===== config.mk =====
export PLATFORM = sky130hd
export DESIGN_NAME = adcbs_step_cfg
export DESIGN_NICKNAME = d
export VERILOG_FILES = /design/src/adcbs_pkg.sv /design/src/adcbs_step_cfg.sv /design/src/adcbs_step_regs.sv
export VERILOG_INCLUDE_DIRS = /design/src
export SDC_FILE = /design/constraint.sdc
export NUM_CORES = 1
export LEC_CHECK = 0
export BUFFER_PORTS_ARGS = -buffer_cell sky130_fd_sc_hd__buf_2
export CAP_MARGIN = 20
export CORE_UTILIZATION = 49
export CTS_CLUSTER_DIAMETER = 30
export CTS_CLUSTER_SIZE = 12
export DETAILED_ROUTE_END_ITERATION = 10
export PLACE_DENSITY = 0.95
export SKIP_CTS_REPAIR_TIMING = 1
export SYNTH_ARGS = -nofsm -noshare
export SYNTH_HDL_FRONTEND = slang
export SYNTH_SLANG_ARGS = --single-unit
export TNS_END_PERCENT = 10

===== constraint.sdc =====
create_clock -name pclk -period 3 [get_ports pclk]
set_input_delay 0 -clock pclk [delete_from_list [all_inputs] [get_ports pclk]]
set_output_delay 0 -clock pclk [all_outputs]
set_load 0.03 [all_outputs]

===== src/adcbs_cfg.svh =====
// Offsets, field positions, reset values and codes for the step configuration block.
`ifndef ADCBS_CFG_SVH
`define ADCBS_CFG_SVH
`define ADCBS_IDX_STEP_TEN      8'hda
`define ADCBS_IDX_STEP_ELEVEN   8'hdb
`define ADCBS_ADDR_STEP_TEN     12'h368
`define ADCBS_ADDR_STEP_ELEVEN  12'h36c
`define ADCBS_RST_STEP_TEN      16'h000a
`define ADCBS_RST_STEP_ELEVEN   16'h000b
`define ADCBS_BIT_ENABLE        15
`define ADCBS_GAIN_HI           14
`define ADCBS_GAIN_LO           13
`define ADCBS_BIT_NEG           4
`define ADCBS_POS_HI            3
`define ADCBS_POS_LO            0
`define ADCBS_WRITE_MASK        16'he01f
`define ADCBS_POS_EXT_LAST      4'h7
`define ADCBS_POS_TEMP          4'h8
`define ADCBS_POS_SHORT         4'h9
`define ADCBS_POS_TEST_DAC      4'ha
`define ADCBS_POS_ANALOG_POWER_SUPPLY          4'he
`define ADCBS_POS_DIGITAL_POWER_SUPPLY          4'hf
`endif


===== src/adcbs_pkg.sv =====
// Types shared by the step configuration block.
package adcbs_pkg;
  typedef enum logic [1:0] {
    ADCBS_GAIN_X1,
    ADCBS_GAIN_X2,
    ADCBS_GAIN_X4
  } adcbs_gain_t;

  typedef struct packed {
    logic        valid;
    logic [1:0]  gain;
    logic        neg_ext_seven;
    logic        neg_auto;
    logic [3:0]  positive;
  } adcbs_conv_t;

  typedef struct packed {
    logic        psel;
    logic        penable;
    logic        pwrite;
    logic [11:0] paddr;
    logic [31:0] pwdata;
  } adcbs_apb_req_t;
endpackage


===== src/adcbs_step_cfg.sv =====
// Step ten and eleven configuration registers of converter B sequencer with APB access.
//
// Behaviour
// - Bit 15 enables step ten; resets to disabled.
// - Gain bits 14:13: 00 gain 1, 01 gain 2, 10 and 11 gain 4.
// - Bits 12:5 are reserved and always read zero.
// - Bit 4 selects negative input: 0 analog ground, 1 external input seven.
// - Positive codes 0000 to 0111 route external inputs zero to seven.
// - Code 1001 shorts inputs to ground internally; negative chosen automatically.
// - Codes 1000, 1010, 1110, 1111 pick internal sources; negative automatic.
// - With an automatic negative code the negative select bit is ignored.
// - Step eleven register at DBh, resets to 000Bh.
// - Step ten register at DAh, resets to 000Ah.
//
// Implementation choice: the APB register port.
`include "adcbs_cfg.svh"
module adcbs_step_cfg
  import adcbs_pkg::*;
(
  input  wire logic                 pclk,
  input  wire logic                 presetn,
  input  wire logic                 psel,
  input  wire logic                 penable,
  input  wire logic                 pwrite,
  input  wire logic [11:0]          paddr,
  input  wire logic [31:0]          pwdata,
  input  wire logic [3:0]           pstrb,
  output logic      [31:0]          prdata,
  output logic                      pready,
  output logic                      pslverr,
  input  wire logic                 step_ten_active,
  input  wire logic                 step_eleven_active,
  output logic                      step_ten_enable,
  output logic                      step_eleven_enable,
  output adcbs_pkg::adcbs_conv_t    conv_setting
);
  import adcbs_pkg::*;

  // Decode used for both the write strobe and the read select.
  function automatic logic [1:0] reg_hit(input logic [11:0] a);
    reg_hit = {a == `ADCBS_ADDR_STEP_ELEVEN, a == `ADCBS_ADDR_STEP_TEN};
  endfunction

  function automatic adcbs_conv_t decode_step(input logic [15:0] w, input logic act);
    adcbs_conv_t c;
    logic [3:0]  p;
    c = '0;
    p = w[`ADCBS_POS_HI:`ADCBS_POS_LO];
    c.valid = act && w[`ADCBS_BIT_ENABLE];
    case (w[`ADCBS_GAIN_HI:`ADCBS_GAIN_LO])
      2'h0: c.gain = ADCBS_GAIN_X1;
      2'h1: c.gain = ADCBS_GAIN_X2;
      default: c.gain = ADCBS_GAIN_X4;
    endcase
    c.positive = p;
    c.neg_auto = p > `ADCBS_POS_EXT_LAST;
    c.neg_ext_seven = !c.neg_auto && w[`ADCBS_BIT_NEG];
    if (!c.valid) begin
      c = '0;
    end
    return c;
  endfunction

  logic [1:0]  hit;
  logic        access;
  logic        wr_en;
  logic [15:0] word_ten;
  logic [15:0] word_eleven;
  logic [15:0] rd_word;
  logic        rd_phase;
  logic        rd_ok;
  adcbs_conv_t next_conv;

  assign hit    = reg_hit(paddr);
  assign access = psel && penable && !pready;
  // Only the low byte lanes carry register data; a write missing either low lane strobe writes nothing.
  // A write lands on the completing edge, so a stalled access never alters a register.
  assign wr_en  = psel && penable && pready && pwrite && (hit != 2'h0) && (pstrb[1:0] == 2'h3);

  adcbs_step_regs u_regs (
    .pclk        (pclk),
    .presetn     (presetn),
    .wr_en       (wr_en),
    .wr_sel      (hit[1]),
    .wr_data     (pwdata[15:0]),
    .rd_sel      (hit[1]),
    .rd_data     (rd_word),
    .word_ten    (word_ten),
    .word_eleven (word_eleven)
  );

  // Two wait states let the store register its read data.
  always_ff @(posedge pclk or negedge presetn) begin
    if (!presetn) begin
      rd_phase <= 1'b0;
    end else begin
      rd_phase <= access;
    end
  end

  // The address is judged once, at the first access edge, and held for the answer.
  always_ff @(posedge pclk or negedge presetn) begin
    if (!presetn) begin
      rd_ok <= 1'b0;
    end else if (access && !rd_phase) begin
      rd_ok <= hit != 2'h0;
    end
  end

  always_ff @(posedge pclk or negedge presetn) begin
    if (!presetn) begin
      pready <= 1'b0;
    end else begin
      pready <= access && rd_phase;
    end
  end

  always_ff @(posedge pclk or negedge presetn) begin
    if (!presetn) begin
      pslverr <= 1'b0;
    end else begin
      pslverr <= access && rd_phase && !rd_ok;
    end
  end

  always_ff @(posedge pclk or negedge presetn) begin
    if (!presetn) begin
      prdata <= 32'h0000_0000;
    end else if (access && rd_phase && !pwrite) begin
      prdata <= rd_ok ? {16'h0000, rd_word} : 32'h0000_0000;
    end
  end

  always_comb begin
    next_conv = '0;
    if (step_ten_active) begin
      next_conv = decode_step(word_ten, 1'b1);
    end else if (step_eleven_active) begin
      next_conv = decode_step(word_eleven, 1'b1);
    end
  end

  always_ff @(posedge pclk or negedge presetn) begin
    if (!presetn) begin
      conv_setting       <= '0;
      step_ten_enable    <= 1'b0;
      step_eleven_enable <= 1'b0;
    end else begin
      conv_setting       <= next_conv;
      step_ten_enable    <= word_ten[`ADCBS_BIT_ENABLE];
      step_eleven_enable <= word_eleven[`ADCBS_BIT_ENABLE];
    end
  end

  // Register bus answers.
  a_reserved_zero: assert property (@(posedge pclk) disable iff (!presetn)
    pready && !pwrite |-> prdata[31:16] == 16'h0000 && prdata[12:5] == 8'h00)
    else $error("reserved bits read nonzero");

  a_read_ten: assert property (@(posedge pclk) disable iff (!presetn)
    pready && !pwrite && paddr == `ADCBS_ADDR_STEP_TEN |-> prdata == {16'h0000, word_ten})
    else $error("step ten read wrong");

  a_read_eleven: assert property (@(posedge pclk) disable iff (!presetn)
    pready && !pwrite && paddr == `ADCBS_ADDR_STEP_ELEVEN |-> prdata == {16'h0000, word_eleven})
    else $error("step eleven read wrong");

  a_ready_latency: assert property (@(posedge pclk) disable iff (!presetn)
    psel && $rose(penable) |-> ##2 pready)
    else $error("answer not on time");

  a_ready_pulse: assert property (@(posedge pclk) disable iff (!presetn)
    pready |=> !pready)
    else $error("ready held too long");

  a_ready_idle: assert property (@(posedge pclk) disable iff (!presetn)
    !psel |=> !pready)
    else $error("ready without a transfer");

  a_ready_answer: assert property (@(posedge pclk) disable iff (!presetn)
    pready |-> psel && penable)
    else $error("ready outside an access");

  a_error_only: assert property (@(posedge pclk) disable iff (!presetn)
    pslverr |-> pready)
    else $error("error without ready");

  a_error_unmapped: assert property (@(posedge pclk) disable iff (!presetn)
    pready |-> pslverr == (paddr != `ADCBS_ADDR_STEP_TEN && paddr != `ADCBS_ADDR_STEP_ELEVEN))
    else $error("error flag wrong");

  a_error_data: assert property (@(posedge pclk) disable iff (!presetn)
    pready && pslverr && !pwrite |-> prdata == 32'h0000_0000)
    else $error("refused read returned data");

  a_data_hold: assert property (@(posedge pclk) disable iff (!presetn)
    !(psel && penable && !pwrite) |=> $stable(prdata))
    else $error("read data changed outside a read");

  // Register store.
  a_reserved_store: assert property (@(posedge pclk) disable iff (!presetn)
    (word_ten[12:5] == 8'h00) && (word_eleven[12:5] == 8'h00))
    else $error("reserved bits stored");

  a_write_lands: assert property (@(posedge pclk) disable iff (!presetn)
    wr_en && !hit[1] |=> word_ten == ($past(pwdata[15:0]) & `ADCBS_WRITE_MASK))
    else $error("write not stored");

  a_write_eleven: assert property (@(posedge pclk) disable iff (!presetn)
    wr_en && hit[1] |=> word_eleven == ($past(pwdata[15:0]) & `ADCBS_WRITE_MASK))
    else $error("step eleven write not stored");

  a_write_hold: assert property (@(posedge pclk) disable iff (!presetn)
    access |=> $stable(word_ten) && $stable(word_eleven))
    else $error("register changed before the answer");

  a_error_nowrite: assert property (@(posedge pclk) disable iff (!presetn)
    pready && pslverr |=> $stable(word_ten) && $stable(word_eleven))
    else $error("refused write stored");

  a_strobe_partial: assert property (@(posedge pclk) disable iff (!presetn)
    pready && pwrite && pstrb[1:0] != 2'h3 |=> $stable(word_ten) && $stable(word_eleven))
    else $error("partial strobe write stored");

  a_read_nowrite: assert property (@(posedge pclk) disable iff (!presetn)
    pready && !pwrite |=> $stable(word_ten) && $stable(word_eleven))
    else $error("read changed a register");

  // Step outputs toward the sequencer and the converter.
  a_enable_follow: assert property (@(posedge pclk) disable iff (!presetn)
    ##1 step_ten_enable == $past(word_ten[15]))
    else $error("enable mismatch");

  a_eleven_enable: assert property (@(posedge pclk) disable iff (!presetn)
    ##1 step_eleven_enable == $past(word_eleven[15]))
    else $error("step eleven enable mismatch");

  a_gain_map: assert property (@(posedge pclk) disable iff (!presetn)
    step_ten_active && word_ten[15] && word_ten[14] |=> conv_setting.gain == ADCBS_GAIN_X4)
    else $error("gain map wrong");

  a_gain_unit: assert property (@(posedge pclk) disable iff (!presetn)
    step_ten_active && word_ten[15] && word_ten[14:13] == 2'h0 |=>
      conv_setting.gain == ADCBS_GAIN_X1)
    else $error("unit gain wrong");

  a_gain_double: assert property (@(posedge pclk) disable iff (!presetn)
    step_ten_active && word_ten[15] && word_ten[14:13] == 2'h1 |=>
      conv_setting.gain == ADCBS_GAIN_X2)
    else $error("double gain wrong");

  a_gain_legal: assert property (@(posedge pclk) disable iff (!presetn)
    conv_setting.gain != 2'h3)
    else $error("gain code out of range");

  a_neg_ignored: assert property (@(posedge pclk) disable iff (!presetn)
    step_ten_active && word_ten[3] |=> !conv_setting.neg_ext_seven)
    else $error("negative select not ignored");

  a_eleven_neg: assert property (@(posedge pclk) disable iff (!presetn)
    !step_ten_active && step_eleven_active && word_eleven[3] |=> !conv_setting.neg_ext_seven)
    else $error("step eleven negative select not ignored");

  a_neg_select: assert property (@(posedge pclk) disable iff (!presetn)
    step_ten_active && word_ten[15] && !word_ten[3] |=>
    conv_setting.neg_ext_seven == $past(word_ten[4]))
    else $error("negative select wrong");

  a_neg_exclusive: assert property (@(posedge pclk) disable iff (!presetn)
    conv_setting.neg_auto |-> !conv_setting.neg_ext_seven)
    else $error("automatic and external negative together");

  a_positive_pass: assert property (@(posedge pclk) disable iff (!presetn)
    step_ten_active && word_ten[15] |=> conv_setting.positive == $past(word_ten[3:0]) &&
    conv_setting.neg_auto == $past(word_ten[3]))
    else $error("positive route wrong");

  a_auto_code: assert property (@(posedge pclk) disable iff (!presetn)
    conv_setting.valid |-> conv_setting.neg_auto == conv_setting.positive[3])
    else $error("automatic negative flag wrong");

  a_idle_quiet: assert property (@(posedge pclk) disable iff (!presetn)
    !step_ten_active && !step_eleven_active |=> !conv_setting.valid)
    else $error("setting applied outside step");

  a_invalid_clear: assert property (@(posedge pclk) disable iff (!presetn)
    !conv_setting.valid |-> conv_setting == '0)
    else $error("stale setting left on converter");

  a_ten_priority: assert property (@(posedge pclk) disable iff (!presetn)
    step_ten_active && step_eleven_active && word_ten[15] |=>
      conv_setting.positive == $past(word_ten[3:0]))
    else $error("step ten did not take priority");

  a_disabled_skip: assert property (@(posedge pclk) disable iff (!presetn)
    step_ten_active && !word_ten[15] |=> conv_setting == '0)
    else $error("disabled step applied");

  a_eleven_route: assert property (@(posedge pclk) disable iff (!presetn)
    !step_ten_active && step_eleven_active && word_eleven[15] |=>
      conv_setting.valid && conv_setting.positive == $past(word_eleven[3:0]))
    else $error("step eleven route wrong");

  a_eleven_skip: assert property (@(posedge pclk) disable iff (!presetn)
    !step_ten_active && step_eleven_active && !word_eleven[15] |=>
      conv_setting == '0)
    else $error("disabled step eleven applied");
endmodule


===== src/adcbs_step_regs.sv =====
// Two-word step configuration store with registered read data.
`include "adcbs_cfg.svh"
module adcbs_step_regs (
  input  wire logic        pclk,
  input  wire logic        presetn,
  input  wire logic        wr_en,
  input  wire logic        wr_sel,
  input  wire logic [15:0] wr_data,
  input  wire logic        rd_sel,
  output logic      [15:0] rd_data,
  output logic      [15:0] word_ten,
  output logic      [15:0] word_eleven
);
  always_ff @(posedge pclk or negedge presetn) begin
    if (!presetn) begin
      word_ten <= `ADCBS_RST_STEP_TEN;
    end else if (wr_en && !wr_sel) begin
      word_ten <= wr_data & `ADCBS_WRITE_MASK;
    end
  end

  always_ff @(posedge pclk or negedge presetn) begin
    if (!presetn) begin
      word_eleven <= `ADCBS_RST_STEP_ELEVEN;
    end else if (wr_en && wr_sel) begin
      word_eleven <= wr_data & `ADCBS_WRITE_MASK;
    end
  end

  always_ff @(posedge pclk or negedge presetn) begin
    if (!presetn) begin
      rd_data <= 16'h0000;
    end else begin
      rd_data <= rd_sel ? word_eleven : word_ten;
    end
  end
endmodule


==> results.py, run 1 <==
metrics = {
    "clock_tree": {
        "cts.clk_slew.worst_paths_ns": 0.08,
        "cts_sinks": 47,
        "clk_path_buf_depth": 2,
        "htreeDepth": 2,
        "cts_buffers": 5,
        "cts_tree": "yes",
        "cts.root.buffer_cell": "clkbuf_8",
        "insertion_delay_ns": 0.29,
    },
    "global_route": {
        "first_global_vias": 1201,
        "gr-usage-all-layers": 0.175,
        "grt_max_degree": 48,
        "grt_overflow": 0,
        "antenna_found_initial": 0,
        "grt_pass1_wl_um": 5600,
    },
    "power_and_ir_drop": {
        "switching_share": 0.237,
        "power_switching_w": 0.000263,
        "share_comb_of_total_power": 0.086,
        "power.density_nw_per_um2": 454,
        "p_int_w": 0.000849,
        "leakagePower_nw": 1.33,
        "vdd_ir_drop_max_mv": 0.326,
        "clkPwrFrac": 0.343,
        "seqPwrFrac": 0.572,
    },
    "placement": {
        "place_hpwl_um": 2540,
        "io_buffers": 49,
        "routabilityCongestion": 0.739,
        "dpl_cell_area_um2": 2240,
    },
    "sta": {
        "relSlewSlack": 0.592,
        "worstMarginPinSlew_ns": 0.610,
        "clock.fmax_ghz": 0.579,
        "finalSetupTns_ns": 0,
        "fin_crit_sh": 0.575,
        "final_max_slew_viol_count": 0,
        "min_period_ns": 1.73,
        "hold_violations": 0,
        "fin_skew_ns": 0.00890,
        "finalSetupViolations": 0,
        "rsz0062_at_grt": "no",
    },
    "setup_path": {
        "end_kind": "register",
        "r2r_cells": 3,
        "startpoint_type": "register",
        "rr_endpoint": "u_regs.word_ten[14]",
        "critPathKind": "register to register",
        "path_max_fanout": 8,
        "cpPeakStageDelay_ns": 0.71,
        "r2r_setup_slack_ns": 1.27,
        "arrival_ns": 1.90,
        "crit_buf_inv": 0,
        "crit_slowest_cell": "or4_1",
        "crit_start": "pready",
        "worstPathCellList": "nand4_1 -> or4_1 -> mux2_2",
        "rr_startpoint": "pready",
        "crit_required_ns": 3.18,
        "cp_top_family": "simple AND/OR/NAND/NOR gates",
    },
    "logic_synthesis": {
        "yosys_warnings": 0,
        "synthArstFlopShare": 1.00,
        "syn_inst": 159,
        "avgSynthCellArea_um2": 12.9,
        "syn-cell-area_um2": 2060,
        "ys_seq_area_frac": 0.575,
        "synth-edff-count": 0,
        "synth_ff_type": "dfrtp_1",
        "ys_types": 28,
        "ys_ff_latch": 47,
    },
    "drt": {
        "vias": 1281,
        "wl_per_cell_um": 13.2,
        "finalWirelength_um": 3550,
        "ant_nets": 0,
        "via_per_inst": 4.74,
        "firstDrtPassIters": 6,
        "drc_errors": 0,
        "first_iter_violations": 49,
    },
    "layout": {
        "area_growth_pct": 19.2,
        "nNetsFinal": 274,
        "postLayoutCellArea_um2": 2450,
        "antenna_cells": 0,
        "drive_above_1_share": 0.409,
    },
    "outcome": {
        "status": "completed",
    },
    "die": {
        "io_pins": 100,
        "die_area_um2": 4460,
        "rows": 23,
        "core_region_area_um2": 4000,
        "die_h_um": 66.8,
        "initial_core_util": 0.514,
        "dieWidth_um": 66.8,
    },
    "min_path": {
        "hold_class": "primary input to register",
        "min-delay-start": "step_eleven_active",
        "worstHoldEndpoint": "conv_setting[8]",
        "holdPathStages": 3,
    },
    "job": {
        "max_cap_violations": 0,
    },
}
layer usage:
metal / part of all wire / track usage
met4: 0.021 / 0.0931
met2: 0.51 / 0.287
met3: 0.054 / 0.0462
met5: 0 / 0
met1: 0.41 / 0.210
metrics by stage:
stage / worst slack (ns) / cells / hold slack, ns / utilization / total power, W
after floorplan: 1.31 / 182 / -0.296 / - / 0.000720
after global placement: 1.13 / 251 / 0.199 / 0.560 / 0.000729
after detailed placement: 1.09 / 251 / 0.218 / 0.560 / 0.000731
after CTS: 1.27 / 259 / -0.0973 / 0.582 / 0.00110
after global routing: 1.20 / 270 / 0.0320 / 0.612 / 0.00116
final: 1.27 / 270 / 0.0179 / 0.612 / 0.00111
cell usage in the layout, fill, tap and decap left out, types with 3 or more instances in the layout:
| master | netlist | final |
|---|---|---|
| dlygate4sd3_1 | 0 | 10 |
| buf_2 | 1 | 49 |
| conb_1 | 1 | 24 |
| dfstp_2 | 5 | 5 |
| a22o_1 | 6 | 6 |
| dfrtp_1 | 42 | 42 |
| mux2_4 | 8 | 8 |
| nand3b_1 | 4 | 4 |
| nor2_1 | 3 | 3 |
| o21ai_0 | 9 | 9 |
| clkbuf_8 | 0 | 6 |
| mux2_2 | 16 | 16 |
| nand2_1 | 21 | 21 |
flip-flops by register name, indices dropped and copies added (netlist names), 8 cells and up:
signal and count:
u_regs.word_eleven 8, u_regs.word_ten 8, conv_setting 9, u_regs.rd_data 8, prdata 8
layout make-up:
type / instances / area (µm²)
repair buffers: 60 / 365
flip-flops and latches: 47 / 1180
clock buffers: 7 / 86.3
fillers: 338 / 1550
inverters: 1 / 3.75
well taps: 50 / 62.6
clock inverters: 1 / 5.00
multi-input cells: 104 / 744
power groups by stage:
stage	registers, W	clock network, W	logic (W)
6_report	0.000636	0.000381	0.0000953
3_3_place_gp	0.000648	0	0.0000808
3_5_place_dp	0.000648	0	0.0000827
4_1_cts	0.000636	0.000385	0.0000828
5_1_grt	0.000636	0.000416	0.000105
2_1_floorplan	0.000650	0	0.0000702
cells in the mapped netlist (3+ instances only):
| cell type | number | area (µm²) |
|---|---|---|
| a22o_1 | 6 | 52.6 |
| buf_4 | 24 | 180 |
| clkbuf_1 | 4 | 15.0 |
| dfrtp_1 | 42 | 1050 |
| dfstp_2 | 5 | 131 |
| mux2_2 | 16 | 180 |
| mux2_4 | 8 | 120 |
| nand2_1 | 21 | 78.8 |
| nand3b_1 | 4 | 30.0 |
| nor2_1 | 3 | 11.3 |
| o21ai_0 | 9 | 45.0 |
logic make-up (layout without fill, tap and decap cells):
| group | after synthesis | count (layout) | share of synthesized area |
|---|---|---|---|
| flops | 47 | 47 | 0.575 |
| compound gates | 17 | 17 | 0.0554 |
| buf+inv | 31 | 69 | 0.105 |
| mux | 24 | 24 | 0.146 |
| simple gates | 39 | 39 | 0.117 |
| other cells | 1 | 24 | 0.00182 |
worst max-delay path by stage:
stage,endpoint,slack [ns],depth (start not counted)
after floorplan,u_regs.word_ten[0],1.31,4
after global placement,u_regs.word_eleven[13],1.13,5
after detailed placement,u_regs.word_eleven[4],1.09,5
after CTS,u_regs.word_ten[2],1.27,3
after global routing,u_regs.word_ten[2],1.20,3
final,u_regs.word_ten[14],1.27,3
worst reg2reg max path, delay by kind of cell, from the launching register on:
| kind | cells | cell delay (ns) |
|---|---|---|
| DFF | 1 | 0.42 |
| muxes | 1 | 0.35 |
| and+or+nand+nor | 2 | 0.83 |
No activity file was read; power rests on OpenSTA's default activity.
==> run 2: changes to the inputs <==
- CORE_UTILIZATION: 49 -> 46
- PLACE_DENSITY: 0.95 -> 0.91
- clock period: 3 -> 1.7 ns (I/O delays scaled with it)
==> run 2 against run 1 <==
Compared with the run above: the run now ends with hold timing left; final area increased by 0.61%; sequential cell count stayed put; via count rose by 1.2%; global-route usage shrank 0.98 points; combinational power rose by 73%; register-to-register slack got worse by 1.1 ns; maximum frequency increased by 14%; highest routed layer unchanged; first-iteration DRC count up 78%; clock-buffer cell count unchanged; setup slack worse by 1.1 ns; non-clock buffer count is 5 higher; clock skew is 0.0039 ns lower.
==> results.py, run 2 (synthesized netlist as in run 1, its figures left out) <==
metrics = {
    "outcome": {
        "status": "finished, violations left",
        "violations": "hold timing",
    },
    "sta": {
        "worstMarginPinSlew_ns": 0.561,
        "final_max_slew_viol_count": 0,
        "fin_crit_sh": 0.891,
        "finalSetupViolations": 0,
        "rsz0062_at_grt": "no",
        "relSlewSlack": 0.626,
        "clock.fmax_ghz": 0.660,
        "min_period_ns": 1.52,
        "hold_violations": 1,
        "finalSetupTns_ns": 0,
        "holdWs_ns": -0.00579,
        "fin_skew_ns": 0.00504,
    },
    "drt": {
        "via_per_inst": 4.72,
        "vias": 1297,
        "firstDrtPassIters": 4,
        "finalWirelength_um": 3440,
        "ant_nets": 0,
        "first_iter_violations": 87,
        "drc_errors": 0,
        "wl_per_cell_um": 12.5,
    },
    "global_route": {
        "gr-usage-all-layers": 0.165,
        "grt_max_degree": 48,
        "antenna_found_initial": 0,
        "grt_overflow": 0,
        "first_global_vias": 1164,
        "grt_pass1_wl_um": 5540,
    },
    "layout": {
        "drive_above_1_share": 0.418,
        "nNetsFinal": 279,
        "layout_common_cells": "buf_2, dfrtp_1, conb_1, nand2_1, mux2_2",
        "area_growth_pct": 19.9,
        "antenna_cells": 0,
        "layout_commonest_cell": "buf_2",
        "largest_reg_flops": 9,
        "largest-register": "conv_setting",
    },
    "clock_tree": {
        "cts.root.buffer_cell": "clkbuf_8",
        "clk_path_buf_depth": 2,
        "cts_buffers": 5,
        "insertion_delay_ns": 0.29,
        "cts.clk_slew.worst_paths_ns": 0.08,
        "cts_tree": "yes",
        "htreeDepth": 2,
        "cts_sinks": 47,
    },
    "setup_path": {
        "crit_required_ns": 1.88,
        "end_kind": "register",
        "cp_top_family": "simple AND/OR/NAND/NOR gates",
        "r2r_cells": 4,
        "crit_slowest_cell": "or4_1",
        "cp.depth": 4,
        "startpoint_type": "register",
        "critPathKind": "register to register",
        "crit_buf_inv": 1,
        "worstPathCellList": "nand4_1 -> or4_1 -> buf_4 -> mux2_2",
        "r2r_setup_slack_ns": 0.18,
        "cpPeakStageDelay_ns": 0.49,
        "path_max_fanout": 8,
        "arrival_ns": 1.70,
    },
    "min_path": {
        "holdPathStages": 3,
        "hold_class": "primary input to register",
    },
    "power_and_ir_drop": {
        "power.density_nw_per_um2": 778,
        "share_comb_of_total_power": 0.086,
        "finalPower_w": 0.00192,
        "leakagePower_nw": 1.34,
        "switching_share": 0.241,
        "power_switching_w": 0.000462,
        "clkPwrFrac": 0.329,
        "p_int_w": 0.00146,
        "vdd_ir_drop_max_mv": 0.484,
        "seqPwrFrac": 0.585,
    },
    "die": {
        "rows": 23,
        "core_region_area_um2": 4140,
        "die_h_um": 68.9,
        "dieWidth_um": 68.9,
        "initial_core_util": 0.496,
        "die_area_um2": 4740,
        "io_pins": 100,
    },
    "placement": {
        "routabilityCongestion": 0.755,
        "io_buffers": 49,
        "place_hpwl_um": 2520,
    },
    "job": {
        "max_cap_violations": 0,
    },
}
## run 2: changes by cell type in the layout (fill, tap and decap cells not counted), sizes merged
| cell | delta |
|---|---|
| buf | +5 |
## run 2: worst paths after layout
kind,start,end
max in group asynchronous,presetn,u_regs.word_eleven[1]
min in group asynchronous,presetn,u_regs.word_ten[13]
max,pready,u_regs.word_ten[4]
max reg2reg,pready,u_regs.word_ten[4]
min,step_eleven_active,conv_setting[8]
min reg2reg,u_regs.word_eleven[15],step_eleven_enable
## run 2: layer usage
| metal | global-route usage | up-vias | wire [µm] |
|---|---|---|---|
| met5 | 0 | - | 0 |
| met2 | 0.257 | 43 | 1730 |
| met3 | 0.0444 | 8 | 190 |
| li1 | - | 623 | - |
| met1 | 0.220 | 623 | 1450 |
| met4 | 0.0638 | 0 | 72 |
## run 2: per-stage QoR
| stage | utilization | hold WS, ns | worst slack (ns) | cells | area (µm²) |
|---|---|---|---|---|---|
| final | 0.595 | -0.00579 | 0.185 | 275 | 2460 |
| after global routing | 0.595 | 0.0145 | 0.113 | 275 | 2460 |
| after CTS | 0.571 | -0.205 | 0.188 | 265 | 2360 |
| after detailed placement | 0.551 | 0.120 | 0.0495 | 257 | 2280 |
| after global placement | 0.551 | 0.109 | 0.106 | 257 | 2280 |
| after floorplan | - | -0.296 | 0.00606 | 182 | 2140 |
## run 2: area by class of cell
type,instances,area [µm²]
Fill cell,361,1680
Sequential cell,47,1180
Multi-Input combinational cell,104,744
Timing Repair Buffer,65,390
Clock buffer,7,76.3
Tap cell,50,62.6
Clock inverter,1,5.00
Inverter,1,3.75
## run 2: power groups by stage
stage	Clock [W]	Sequential, W	Combinational [W]
global route	0.000703	0.00112	0.000183
detailed placement	0	0.00114	0.000150
CTS	0.000645	0.00112	0.000149
global placement	0	0.00114	0.000146
finish	0.000631	0.00112	0.000165
floorplan	0	0.00115	0.000124
## run 2: worst reg2reg max path, delay by kind of cell (launching register included)
kind / cells / cell delay, ns
and+or+nand+nor: 2 / 0.58
DFF: 1 / 0.36
muxes: 1 / 0.27
buffers and inverters: 1 / 0.19
==> run 3: changes to the inputs <==
- CORE_UTILIZATION: 46 -> 49
- CTS_CLUSTER_DIAMETER: 30 -> not set
- PLACE_DENSITY: 0.91 -> 0.92
- SYNTH_HIERARCHICAL: not set -> 1
==> run 3 against run 2 <==
Compared with the run above: synthesized area up 17%; routed wire length grew 30%; maximum frequency rose by 0.48%; combinational power down 4%; the flow now finishes without violations; sequential power rose by 17%; via count up 24%; largest power group unchanged; critical path depth rose by 1; register-to-register slack is essentially flat; largest cell class unchanged; non-clock buffer count is 11 higher.
==> results.py, run 3 <==
metrics = {
    "die": {
        "die_area_um2": 5190,
        "io_pins": 100,
        "die_h_um": 72.1,
        "core_region_area_um2": 4720,
        "dieWidth_um": 72.1,
        "initial_core_util": 0.509,
        "rows": 25,
    },
    "clock_tree": {
        "insertion_delay_ns": 0.30,
        "cts_sinks": 55,
        "cts_buffers": 5,
        "cts.clk_slew.worst_paths_ns": 0.09,
        "cts_tree": "yes",
        "clk_path_buf_depth": 2,
        "htreeDepth": 2,
        "cts.root.buffer_cell": "clkbuf_8",
    },
    "layout": {
        "final_core_util": 0.612,
        "instances_no_fill": 338,
        "nNetsFinal": 325,
        "layout_commonest_cell": "buf_2",
        "drive_above_1_share": 0.395,
        "antenna_cells": 0,
        "largest_reg_flops": 16,
        "reg_top3": "prdata x16, conv_setting x9",
        "layout_common_cells": "buf_2, dfrtp_1, o21ai_0, conb_1, nand2_1",
        "largest-register": "prdata",
        "area_growth_pct": 20.2,
    },
    "min_path": {
        "hold_class": "primary input to register",
        "worstHoldEndpoint": "prdata[13]",
        "holdPathStages": 3,
        "min-delay-start": "pwrite",
    },
    "power_and_ir_drop": {
        "finalPower_w": 0.00215,
        "vdd_ir_drop_max_mv": 0.434,
        "leakagePower_nw": 1.51,
        "power.density_nw_per_um2": 744,
    },
    "global_route": {
        "grt_overflow": 0,
        "grt_max_degree": 31,
        "first_global_vias": 1562,
        "antenna_found_initial": 0,
        "grt_pass1_wl_um": 7530,
        "gr-usage-all-layers": 0.195,
    },
    "sta": {
        "fin_crit_sh": 0.887,
        "rsz0062_at_grt": "no",
        "finalSetupViolations": 0,
        "final_max_slew_viol_count": 0,
        "hold_violations": 0,
        "fin_skew_ns": 0.00895,
        "relSlewSlack": 0.592,
        "min_period_ns": 1.51,
        "clock.fmax_ghz": 0.663,
        "holdWs_ns": 0.00758,
        "finalSetupTns_ns": 0,
        "worstMarginPinSlew_ns": 0.611,
    },
    "setup_path": {
        "crit_slowest_cell": "dfrtp_1",
        "end_kind": "register",
        "critPathKind": "register to register",
        "cp_top_family": "simple AND/OR/NAND/NOR gates",
        "startpoint_type": "register",
        "crit_required_ns": 1.89,
        "path_max_fanout": 8,
        "rr_endpoint": "u_regs/word_ten[15]",
        "arrival_ns": 1.70,
        "r2r_cells": 5,
        "rr_startpoint": "pready",
        "crit_buf_inv": 1,
        "worstPathCellList": "nand4_1 -> nor3_1 -> nor2b_4 -> buf_12 -> mux2_4",
        "cpPeakStageDelay_ns": 0.36,
        "r2r_setup_slack_ns": 0.19,
    },
    "placement": {
        "dpl.cell_count": 320,
        "routabilityCongestion": 0.768,
        "place_hpwl_um": 3140,
        "io_buffers": 57,
    },
    "logic_synthesis": {
        "yosys_warnings": 6,
        "syn_inst": 198,
        "syn-cell-area_um2": 2400,
        "avgSynthCellArea_um2": 12.1,
    },
    "drt": {
        "firstDrtPassIters": 4,
        "drc_errors": 0,
        "wl_per_cell_um": 13.3,
        "via_per_inst": 4.77,
        "vias": 1611,
        "finalWirelength_um": 4490,
        "first_iter_violations": 50,
        "ant_nets": 0,
    },
    "job": {
        "max_cap_violations": 0,
    },
    "outcome": {
        "status": "completed",
    },
}
==> run 3: layout make-up <==
cell class,instances,area (µm²)
Inverter,2,7.51
Sequential cell,55,1380
Timing Repair Buffer,76,478
Fill cell,393,1830
Clock buffer,7,76.3
Multi-Input combinational cell,130,858
Clock inverter,1,5.00
Tap cell,67,83.8
==> run 3: through the flow <==
| stage | area, µm² | worst slack [ns] |
|---|---|---|
| after floorplan | 2490 | 0.0500 |
| after global placement | 2710 | 0.106 |
| after detailed placement | 2710 | 0.0335 |
| after CTS | 2790 | 0.211 |
| after global routing | 2890 | 0.138 |
| final | 2890 | 0.192 |
==> run 3: power breakdown <==
part	internal [W]	switching, W	total (W)
registers	0.00131	0.00000232	0.00131
logic	0.0000512	0.000107	0.000158
clock network	0.000290	0.000390	0.000680
==> run 3: worst min-delay path: cells and delay by family <==
family / cells / cell delay, ns
compound gates: 2 / 0.15
buf+inv: 1 / 0.11
==> run 3: worst max path at each step <==
stage | start | to | slack (ns) | cells after the start
after floorplan | pready | u_regs/word_ten[0] | 0.05 | 5
after global placement | paddr[11] | u_regs/word_ten[0] | 0.11 | 7
after detailed placement | paddr[11] | u_regs/word_ten[14] | 0.03 | 7
after CTS | pready | u_regs/word_ten[15] | 0.21 | 5
after global routing | pready | u_regs/word_ten[2] | 0.14 | 5
final | pready | u_regs/word_ten[15] | 0.19 | 5
==> run 3: routing by layer <==
metal	vias to the layer above	GRT usage	part of all wire
li1	770	-	-
met3	7	0.0514	0.041
met2	51	0.318	0.51
met1	783	0.247	0.43
met4	0	0.0828	0.013
met5	-	0	0
